[config.mk]
export PLATFORM = sky130hd
export DESIGN_NAME = usart_sync_slave
export DESIGN_NICKNAME = d
export VERILOG_FILES = /design/src/usart_sync_pkg.sv /design/src/ck_edge.sv /design/src/pin_sync.sv /design/src/usart_sync_slave.sv
export VERILOG_INCLUDE_DIRS = /design/src
export SDC_FILE = /design/constraint.sdc
export NUM_CORES = 1
export LEC_CHECK = 0
export ABC_AREA = 1
export BUFFER_PORTS_ARGS = -buffer_cell sky130_fd_sc_hd__buf_2
export CAP_MARGIN = 20
export CORE_ASPECT_RATIO = 0.5
export CORE_MARGIN = 10
export CORE_UTILIZATION = 35
export DETAILED_ROUTE_END_ITERATION = 8
export SLEW_MARGIN = 20
export SYNTH_ARGS = -nofsm -noshare
export SYNTH_HDL_FRONTEND = slang
export SYNTH_HIERARCHICAL = 1
export SYNTH_SLANG_ARGS = --single-unit
[constraint.sdc]
create_clock -name core_clk -period 2.2 [get_ports core_clk]
set_clock_uncertainty 0.15 [all_clocks]
set_input_delay 0.44 -clock core_clk [delete_from_list [all_inputs] [get_ports core_clk]]
set_output_delay 0.44 -clock core_clk [all_outputs]
set_load 0.03 [all_outputs]
[src/usart_sync_map.svh]
`ifndef USART_SYNC_MAP_SVH
`define USART_SYNC_MAP_SVH

// Register byte offsets on the bus
`define ADR_W          6
`define REG_CTRL       6'h00
`define REG_IEN        6'h04
`define REG_TXDATA     6'h08
`define REG_RXDATA     6'h0c
`define REG_STATUS     6'h10

// Control register fields
`define CTRL_W         11
`define CTRL_RESET     11'h000
`define CTRL_SYNC      0
`define CTRL_CLKSRC    1
`define CTRL_SINGLE_RECEIVE_ENABLE      2
`define CTRL_CONTINUOUS_RECEIVE_ENABLE      3
`define CTRL_PORTEN    4
`define CTRL_TRANSMIT_ENABLE      5
`define CTRL_TX9       6
`define CTRL_NINTH_BIT_TRANSMIT_DATA      7
`define CTRL_RX9       8
`define CTRL_ANACK     9
`define CTRL_ANADT     10
`define CTRL_HI_W      3

// Interrupt enable register fields
`define IEN_W          4
`define IEN_RESET      4'h0
`define IEN_TX         0
`define IEN_RX         1
`define IEN_PERIPH     2
`define IEN_GLOBAL     3

// Status register fields
`define ST_W           4
`define ST_TRANSMIT_BUFFER_EMPTY_FLAG        0
`define ST_RECEIVE_COMPLETE_FLAG        1
`define ST_OVERRUN     2
`define ST_TXIDLE      3

// Character and counter sizes
`define CHAR_W         9
`define CNT_W          4
`define BITS_EIGHT     4'h8
`define BITS_NINE      4'h9
`define CNT_ZERO       4'h0
`define CNT_ONE        4'h1

`endif

[src/usart_sync_pkg.sv]
`default_nettype none
`include "usart_sync_map.svh"

package usart_sync_pkg;

    // Wishbone request from the master
    typedef struct packed {
        logic                cyc;
        logic                stb;
        logic                we;
        logic [3:0]          sel;
        logic [`ADR_W-1:0]   adr;
        logic [31:0]         dat;
    } wb_req_t;

    // Wishbone answer to the master
    typedef struct packed {
        logic                ack;
        logic [31:0]         dat;
    } wb_rsp_t;

    // State of the serial port, apart from pin capture and edge detection
    typedef struct packed {
        logic                ack;
        logic [31:0]         rdData;
        logic [`CTRL_W-1:0]  ctrl;
        logic [`IEN_W-1:0]   ien;
        logic [`CHAR_W-1:0]  hold;
        logic                holdFull;
        logic [`CHAR_W-1:0]  transmit_shift_register;
        logic [`CNT_W-1:0]   txLeft;
        logic                dtOut;
        logic [`CHAR_W-1:0]  receive_shift_register;
        logic [`CNT_W-1:0]   rxCount;
        logic [`CHAR_W-1:0]  rcReg;
        logic                receive_complete_flag;
        logic                overrun;
        logic                txIrq;
        logic                rxIrq;
        logic                wake;
        logic                vector;
    } state_t;

endpackage

`default_nettype wire

[src/ck_edge.sv]
`default_nettype none

module ck_edge (
    input  wire logic core_clk, // System clock
    input  wire logic srst,     // Synchronous reset
    input  wire logic ce,       // Clock enable
    input  wire logic ckLevel,  // Synchronised serial clock
    output logic      rise,     // Rising edge pulse
    output logic      fall      // Falling edge pulse
);
    logic prev;
    logic next_prev;

    // Previous level of the serial clock
    always_comb begin
        next_prev = ckLevel;
    end

    always_ff @(posedge core_clk) begin
        if (srst) begin
            prev <= 1'b0;
        end else if (ce) begin
            prev <= next_prev;
        end
    end

    // Edges only count while the state may advance
    assign rise = ce & ckLevel & ~prev;
    assign fall = ce & ~ckLevel & prev;
endmodule

`default_nettype wire

[src/pin_sync.sv]
`default_nettype none

module pin_sync #(
    parameter int W = 2
) (
    input  wire logic         core_clk, // System clock
    input  wire logic         srst,     // Synchronous reset
    input  wire logic         ce,       // Clock enable
    input  wire logic [W-1:0] d,        // Asynchronous inputs
    output logic      [W-1:0] q         // Synchronised outputs
);
    logic [1:0][W-1:0] stages;
    logic [1:0][W-1:0] next_stages;

    // Two-stage shift, only the second stage leaves
    always_comb begin
        next_stages = {stages[0], d};
    end

    always_ff @(posedge core_clk) begin
        if (srst) begin
            stages <= '0;
        end else if (ce) begin
            stages <= next_stages;
        end
    end

    assign q = stages[1];
endmodule

`default_nettype wire

[src/usart_sync_slave.sv]
`default_nettype none

module usart_sync_slave
    import usart_sync_pkg::*;
(
    input  wire logic                    core_clk,  // System clock, 125 MHz
    input  wire logic                    srst,      // Synchronous reset
    input  wire logic                    ce,        // Clock enable
    input  wire usart_sync_pkg::wb_req_t wbIn,      // Bus request
    output usart_sync_pkg::wb_rsp_t      wbOut,     // Bus answer
    input  wire logic                    ckPinIn,   // Serial clock pin level
    output logic                         ckPinOut,  // Serial clock drive value
    output logic                         ckPinOe,   // Serial clock drive enable
    input  wire logic                    dtPinIn,   // Serial data pin level
    output logic                         dtPinOut,  // Serial data drive value
    output logic                         dtPinOe,   // Serial data drive enable
    input  wire logic                    cpuSleep,  // Core is asleep
    output logic                         txIrq,     // Transmit interrupt level
    output logic                         rxIrq,     // Receive interrupt level
    output logic                         wakeReq,   // Wake the core
    output logic                         vectorReq  // Wake goes to the vector
);
    import usart_sync_pkg::*;

    state_t            s;
    state_t            next_s;
    logic [1:0]        pinSync;
    logic              ckRise;
    logic              ckFall;
    logic              ckDig;
    logic              dtDig;
    logic              portOn;
    logic              txDir;
    logic              txGo;
    logic              rxGo;
    logic              busReq;
    logic              wrStrobe;
    logic              rdStrobe;
    logic              pop;
    logic [`CNT_W-1:0] txWidth;
    logic [`CNT_W-1:0] rxWidth;
    logic              rxLast;
    logic [`CHAR_W-1:0] rxShift;
    logic [`CHAR_W-1:0] rxWord;
    logic              transmit_buffer_empty_flag;

    ////////////////////////////////////////////////////////////////////////////
    // Pin capture

    // Both pins through two flops
    pin_sync #(
        .W (2)
    ) u_pins (
        .core_clk (core_clk),
        .srst     (srst),
        .ce       (ce),
        .d        ({dtPinIn, ckPinIn}),
        .q        (pinSync)
    );

    // Analog-selected pins read as idle low
    assign ckDig = pinSync[0] & ~s.ctrl[`CTRL_ANACK];
    assign dtDig = pinSync[1] & ~s.ctrl[`CTRL_ANADT];

    // Edges of the master's clock
    ck_edge u_edge (
        .core_clk (core_clk),
        .srst     (srst),
        .ce       (ce),
        .ckLevel  (ckDig),
        .rise     (ckRise),
        .fall     (ckFall)
    );

    ////////////////////////////////////////////////////////////////////////////
    // Mode decode

    // Synchronous clock slave, enabled
    assign portOn  = s.ctrl[`CTRL_PORTEN] & s.ctrl[`CTRL_SYNC]
                   & ~s.ctrl[`CTRL_CLKSRC];
    assign txDir   = ~s.ctrl[`CTRL_SINGLE_RECEIVE_ENABLE] & ~s.ctrl[`CTRL_CONTINUOUS_RECEIVE_ENABLE];
    assign txGo    = portOn & txDir & s.ctrl[`CTRL_TRANSMIT_ENABLE];
    assign rxGo    = portOn & s.ctrl[`CTRL_CONTINUOUS_RECEIVE_ENABLE];
    assign txWidth = s.ctrl[`CTRL_TX9] ? `BITS_NINE : `BITS_EIGHT;
    assign rxWidth = s.ctrl[`CTRL_RX9] ? `BITS_NINE : `BITS_EIGHT;
    assign transmit_buffer_empty_flag    = ~s.holdFull;

    // Receive shift, LSB first into the top
    assign rxShift = {dtDig, s.receive_shift_register[`CHAR_W-1:1]};
    assign rxWord  = s.ctrl[`CTRL_RX9] ? rxShift : {1'b0, rxShift[`CHAR_W-1:1]};
    assign rxLast  = (s.rxCount == rxWidth - `CNT_ONE);

    // Bus strobes, taken at the acknowledge edge
    assign busReq   = wbIn.cyc & wbIn.stb;
    assign wrStrobe = busReq & s.ack & wbIn.we;
    assign rdStrobe = busReq & s.ack & ~wbIn.we;
    assign pop      = rdStrobe & (wbIn.adr == `REG_RXDATA);

    ////////////////////////////////////////////////////////////////////////////
    // Next state

    always_comb begin
        next_s = s;

        // Bus slave: ack one cycle after request
        next_s.ack = busReq & ~s.ack;
        if (busReq & ~s.ack) begin
            case (wbIn.adr)
                `REG_CTRL:   next_s.rdData = {{(32-`CTRL_W){1'b0}}, s.ctrl};
                `REG_IEN:    next_s.rdData = {{(32-`IEN_W){1'b0}}, s.ien};
                `REG_RXDATA: next_s.rdData = {{(32-`CHAR_W){1'b0}}, s.rcReg};
                `REG_STATUS: next_s.rdData = {{(32-`ST_W){1'b0}},
                                              (s.txLeft == `CNT_ZERO), s.overrun,
                                              s.receive_complete_flag, transmit_buffer_empty_flag};
                default:     next_s.rdData = 32'h0000_0000;
            endcase
        end
        if (wrStrobe && wbIn.adr == `REG_CTRL) begin
            if (wbIn.sel[0]) begin
                next_s.ctrl[7:0] = wbIn.dat[7:0];
            end
            if (wbIn.sel[1]) begin
                next_s.ctrl[`CTRL_W-1:8] = wbIn.dat[`CTRL_W-1:8];
            end
        end
        if (wrStrobe && wbIn.adr == `REG_IEN && wbIn.sel[0]) begin
            next_s.ien = wbIn.dat[`IEN_W-1:0];
        end

        // Low byte written: fill the holding register
        if (wrStrobe && wbIn.adr == `REG_TXDATA && wbIn.sel[0] && !s.holdFull) begin
            next_s.hold     = {s.ctrl[`CTRL_NINTH_BIT_TRANSMIT_DATA], wbIn.dat[7:0]};
            next_s.holdFull = 1'b1;
        end

        // Transmit: load when idle, shift on master rising edges
        if (!txGo) begin
            next_s.txLeft = `CNT_ZERO;
        end else if (s.txLeft == `CNT_ZERO) begin
            if (s.holdFull) begin
                next_s.transmit_shift_register      = s.hold;
                next_s.dtOut    = s.hold[0];
                next_s.txLeft   = txWidth;
                next_s.holdFull = 1'b0;
            end
        end else if (ckRise) begin
            next_s.transmit_shift_register    = {1'b0, s.transmit_shift_register[`CHAR_W-1:1]};
            next_s.dtOut  = s.transmit_shift_register[1];
            next_s.txLeft = s.txLeft - `CNT_ONE;
        end

        // Receive: flag clear by read, set wins
        if (pop) begin
            next_s.receive_complete_flag = 1'b0;
        end
        if (!rxGo) begin
            next_s.rxCount = `CNT_ZERO;
        end else if (ckFall) begin
            next_s.receive_shift_register     = rxShift;
            next_s.rxCount = s.rxCount + `CNT_ONE;
            if (rxLast) begin
                next_s.rxCount = `CNT_ZERO;
                if (s.receive_complete_flag && !pop) begin
                    next_s.overrun = 1'b1;
                end else begin
                    next_s.rcReg = rxWord;
                    next_s.receive_complete_flag  = 1'b1;
                end
            end
        end
        if (!s.ctrl[`CTRL_CONTINUOUS_RECEIVE_ENABLE]) begin
            next_s.overrun = 1'b0;
        end

        // Port disabled clears the holding flag, counters, data output, receive flag and overrun
        if (!s.ctrl[`CTRL_PORTEN]) begin
            next_s.holdFull = 1'b0;
            next_s.txLeft   = `CNT_ZERO;
            next_s.dtOut    = 1'b0;
            next_s.rxCount  = `CNT_ZERO;
            next_s.receive_complete_flag     = 1'b0;
            next_s.overrun  = 1'b0;
        end

        // Interrupt, wake and vector levels
        next_s.txIrq  = transmit_buffer_empty_flag & s.ien[`IEN_TX] & s.ien[`IEN_PERIPH];
        next_s.rxIrq  = s.receive_complete_flag & s.ien[`IEN_RX];
        next_s.wake   = cpuSleep & (next_s.txIrq | next_s.rxIrq);
        next_s.vector = next_s.wake & s.ien[`IEN_GLOBAL];
    end

    // State register
    always_ff @(posedge core_clk) begin
        if (srst) begin
            s      <= '0;
            s.ctrl <= `CTRL_RESET;
            s.ien  <= `IEN_RESET;
        end else if (ce) begin
            s <= next_s;
        end
    end

    ////////////////////////////////////////////////////////////////////////////
    // Outputs

    assign wbOut.ack = s.ack;
    assign wbOut.dat = s.rdData;
    assign ckPinOut  = 1'b0;
    assign ckPinOe   = 1'b0;
    assign dtPinOut  = s.dtOut;
    assign dtPinOe   = txGo;
    assign txIrq     = s.txIrq;
    assign rxIrq     = s.rxIrq;
    assign wakeReq   = s.wake;
    assign vectorReq = s.vector;
endmodule

`default_nettype wire

* Word-level counts from Yosys, hierarchy flattened
Index checks and enable logic that the tools add are counted.
** Cells by class
- Add/sub/neg operators :: 3
- $mul :: 0
- Div/mod/pow operators :: 0
- Magnitude comparators :: 0
- Equal/unequal tests :: 16
- Shifts and indexed selects :: 0
- Multiplexer cells :: 24
- Bitwise gates (word level) :: 35
- Reductions and logical operators :: 24
** Operator list (count)
- 15-bit 2-to-1 mux :: 3
- 11-bit one-hot mux with 4 select lines :: 1
- 14-bit 2-to-1 mux :: 2
- 1-bit AND :: 23
- 10-bit 2-to-1 mux :: 2
- 6-bit by 4-bit == test with 1-bit output, second input constant :: 2
- 4-bit 2-to-1 mux :: 3
- 3-bit by 2-bit inequality test with 1-bit output, second input constant :: 4
- 3-bit AND reduction :: 4
- 1-bit NOT :: 11
- 5-bit AND reduction :: 2
- 1-bit 2-to-1 mux :: 9
- 9-bit 2-to-1 mux :: 1
- 2-bit AND reduction :: 4
- 4-bit AND reduction :: 2
- 4-bit by 1-bit subtractor with 4-bit output, second input constant :: 2
- 1-bit logical AND :: 7
- 6-bit by 3-bit == test with 1-bit output, second input constant :: 1
- 6-bit by 5-bit == test with 1-bit output, second input constant :: 1
- 6-bit logical NOT :: 1
- 3-bit inequality test, second input constant :: 2
- 5-bit 2-to-1 mux :: 1
- 4-bit by 1-bit adder with 4-bit output, second input constant :: 1
- 4-bit == test :: 1
- 9 further kinds :: 12
** Storage, ports and cells
- Flip-flop bits (word level) :: 105
- Latch bits :: 0
- Memory bits (writable) :: 0
- Bits in read-only memories :: 0
- Output and inout port bits :: 41
- Logic and storage cells :: 124
- Memories kept :: 0

* Logic depth before layout (Yosys ltp)
- Depth after elaboration :: 12
- Depth in mapped cells :: 11

* Modules after synthesis
Netlist, hierarchy kept.
** Modules (own cells, without submodules)
- usart_sync_slave :: instances 1, cells an instance 531, area an instance 3872.5 µm², sequential area each 1541.5 µm²
- pin_sync :: instances 1, cells an instance 26, area an instance 175.2 µm², sequential area each 80.1 µm²
- ck_edge :: instances 1, cells an instance 8, area an instance 53.8 µm², sequential area each 20.0 µm²

* Least setup slack after synthesis
Ideal clock, no wire load.
- Kind :: reg2reg
- Start point :: reg s[29] (netlist bit)
- End point :: reg s[40] (netlist bit)
- Setup time :: 0.119 ns
- Arrival time :: 1.362 ns
- Slack :: 0.569 ns
- Stages on the path, launching flop included :: 10
- Clock period less this slack :: 1.631 ns
- Cells stage by stage :: dfxtp_1 inv_1 ha_1 nand3_1 nand2_1 nand2_1 nand3_2 buf_4 o21ai_0 a21oi_1
** On the way
- Word-level cells in the longest chain between the ends :: 3
** RTL lines
- from (decl) :: line usart_sync_slave.sv:25 : state_t s;
- from (signal assigned) :: line usart_sync_slave.sv:199 : s <= next_s;
- 4-bit logical NOT (no line) (*)
- 2-bit inequality test (no line) or 2-bit nonzero test (tied branches)
- 4-bit AND reduction (no line)
Mark *: on every way between the ends. The rest lies on a longest branch, timed or not.
A chain may end at the register's enable or synchronous reset.

* Worst setup path in the final report
- Start point :: reg s[60] (netlist bit)
- End point :: out dtPinOe
** On the way
- Word-level cells in the longest chain between the ends :: 4
** RTL lines
- 1-bit AND (2 in a row) :: line usart_sync_slave.sv:79 : assign portOn = s.ctrl[`CTRL_PORTEN] & s.ctrl[`CTRL_SYNC]
- 1-bit AND (2 in a row) :: line usart_sync_slave.sv:82 : assign txGo = portOn & txDir & s.ctrl[`CTRL_TRANSMIT_ENABLE];
- to (decl) :: line usart_sync_slave.sv:16 : output logic dtPinOe,
No other way between the ends.

==> impl_results.md <==
- Outcome: complete, no violations
- Mux cell area share after synthesis: 1.71%
- Final period util: 90.3%
- CTS H-Tree Depth: 3
- Final Max Tran Viols: 0
- Yosys warns: 6
- # IOs: 92
- Switching share of power: 23.0%
- GP Congestion: 0.871
- Clock buffer count from CTS: 9
- Post-DRT Antenna Nets: 0
- Most used DFF post-synth: dfxtp_1
- CTS max path bufs: 2
- RSZ-0062 raised after global routing: false
- DRC viols: 0
- Core area: 11200 um2
- Dpl ws: 0.253 ns
- CTS tree: done
- Post-Synth Adder-Cell Area: 0.915%
- Post-synth ARST share: 0%
- Layout Nets: 658
- Crit path largest cell delay: 0.44 ns
- Cells along the critical path: nand3_1, nor2_4, buf_2
- F_max: 503 MHz
- Worst Path Max Fanout: 5
- Clock power share: 49.6%
- Routed Wire Length: 9700 um
- Initial antenna violation count: 0
- Top cells by area, synth: dfxtp_1 40%, a21oi_1 7.8%, nand2_1 7.4%
- Leakage: 1.89 nW
- Leading cell type by number of instances after synthesis: dfxtp_1
- # hold bufs at CTS: 0
- Synth Area in Simple Gates: 23.4%
- Number of diodes: 0
- CTS root buf: clkbuf_16
- Final worst setup slack: 0.214 ns
- PD cells: 740 nW/um2
- Vias in the first global route: 3285
- Worst Setup Path Type: reg -> out
- WL/cell: 12.6 um
- Die Y: 96.5 um
- Largest family of logic cells by synthesized area: simple AND/OR/NAND/NOR gates
- Type of the tightest min-delay check: in -> reg
- Layout cells sized above 1: 17.7%
- Clock Latency Late Sink: 0.34 ns
- Period minus WS final: 1.99 ns
- First-pass GRT wire length: 15900 um
- Post-synthesis sequential area ratio: 40.0%
- Overflow left after global routing: 0
- Routed vias/inst: 4.63
- Starting Density: 36.6%
- Area Overhead vs Synth: 14.2%
- Compound-cell area share of the yosys netlist: 17.7%
- Max-cap viol count: 0
- Synth Instances: 565
- DRT iter0 DRCs: 181
- Bufs and invs on worst path: 1
- Slowest-stage cell, CP: dfxtp_1
- Internal power: 2.67 mW
- Row cnt: 27
- Final Hold Viols: 0
- Startpoint types: register
- Synth Area in XOR/XNOR: 0.427%
- EDFF count, synth: 0
- Max IR drop VDD: 335 uV
- Sequential power share: 43.6%
- Combinational share of power: 6.9%
- Via count: 3557
- Post-CTS setup buffers: 0
- Critical Path AT: 1.40 ns
- Clk pin slew, worst setup/hold paths: 0.06 ns
- Port buffer count: 45
- Req. time, crit path: 1.61 ns
- Pin count of the biggest net entering global routing: 28
- Syn avg cell area: 7.26 um2
- Net Sw Power: 0.796 mW
- Register bit total from synthesis: 82
- CTS resizes: 0
- GRT Total Usage: 11.6%
- Top cell type by total area after synthesis: dfxtp_1
- Commonest cells in the synthesized netlist: 82 x dfxtp_1, 81 x nand2_1, 76 x nor2_1
- Setup TNS: 0 ns
- Yosys cell types: 37
- CP Capture Type: output port
- DP Wirelength: 7330 um
- Final setup fails: 0
- Die area: 16700 um2
- Area share of the largest cell type after synthesis: 40.0%
- Drt first pass iters: 5
- Mapped cell area: 4100 um2
- Die W: 173 um
- Top Family by Delay on Critical Path: flip-flops
- CTS sink cnt: 82
-- cell type report --
class / instances / area (um2)
timing repair buffer: 59 / 330
multi-input combinational: 380 / 1900
tap: 159 / 199
sequential: 82 / 1640
clock buffer: 9 / 225
clock inverter: 7 / 118
inverter: 72 / 270
fill: 1193 / 6530
-- metal layers --
layer  track usage (%)  part of all wire, %
met5                 0                    0
met2              19.2                   48
met3              3.72                  5.9
met1              14.2                   46
met4              4.49                  1.0
-- power groups by stage --
stage	combinational (mW)	sequential [mW]	clock (mW)
after CTS	0.237	1.51	1.76
after global routing	0.265	1.51	1.82
after floorplan	0.199	1.54	0
after detailed placement	0.236	1.54	0
after global placement	0.235	1.54	0
final	0.238	1.51	1.72
-- per-stage QoR --
step	power, mW	hold WS, ns	cell area, um2	std cells	util, %
after floorplan	1.74	0.272	4180	587	-
after global placement	1.78	0.289	4340	752	38.7
after detailed placement	1.78	0.296	4340	752	38.7
after CTS	3.51	0.201	4680	768	41.7
after global routing	3.59	0.210	4680	768	41.7
final	3.47	0.212	4680	768	41.7
-- placed cells by master, fill, tap and decap left out, drive strengths merged, types with 2 or more instances in the layout --
cell,instances
inv,70
xor2,2
mux2i,7
bufinv,3
nand2,86
dfxtp,82
o22ai,10
buf,59
nand3,23
ha,3
a21oi,66
nor3,6
conb,23
nand4,7
clkbuf,9
nor2,85
clkinv,6
o21ai,58
-- worst min-delay path, stage by stage --
cell,delay [ns]
buf_2,0.09
nor2_1,0.04
nor2_1,0.08
-- worst paths after layout --
path / from / to / slack, ns / depth (start not counted)
worst max-delay path: s[60] / dtPinOe / 0.21 / 3
worst min-delay path: wbIn[5] / s[61] / 0.21 / 3
worst max register to register: s[29] / s[40] / 0.36 / 10
worst min register to register: s[41] / s[41] / 0.30 / 2
-- state kept, by name (all words and copies together) (netlist names) --
register and cells:
rxIrq 1, rxShift 8, wbOut 12, s 52, vectorReq 1, u_edge/prev 1
u_pins/next_stages 2, u_pins/q 2, txIrq 1, wakeReq 1, dtPinOut 1
-- logic make-up after synthesis --
group / Yosys count
AND/OR/NAND/NOR: 209
AO/OA/AOI/OAI: 136
buffers and inverters: 125
flip-flops: 82
multiplexers: 7
adder cells (fa/ha/maj): 3
XOR/XNOR: 2
other: 1
Note: power is estimated with default switching activity, not from simulation.
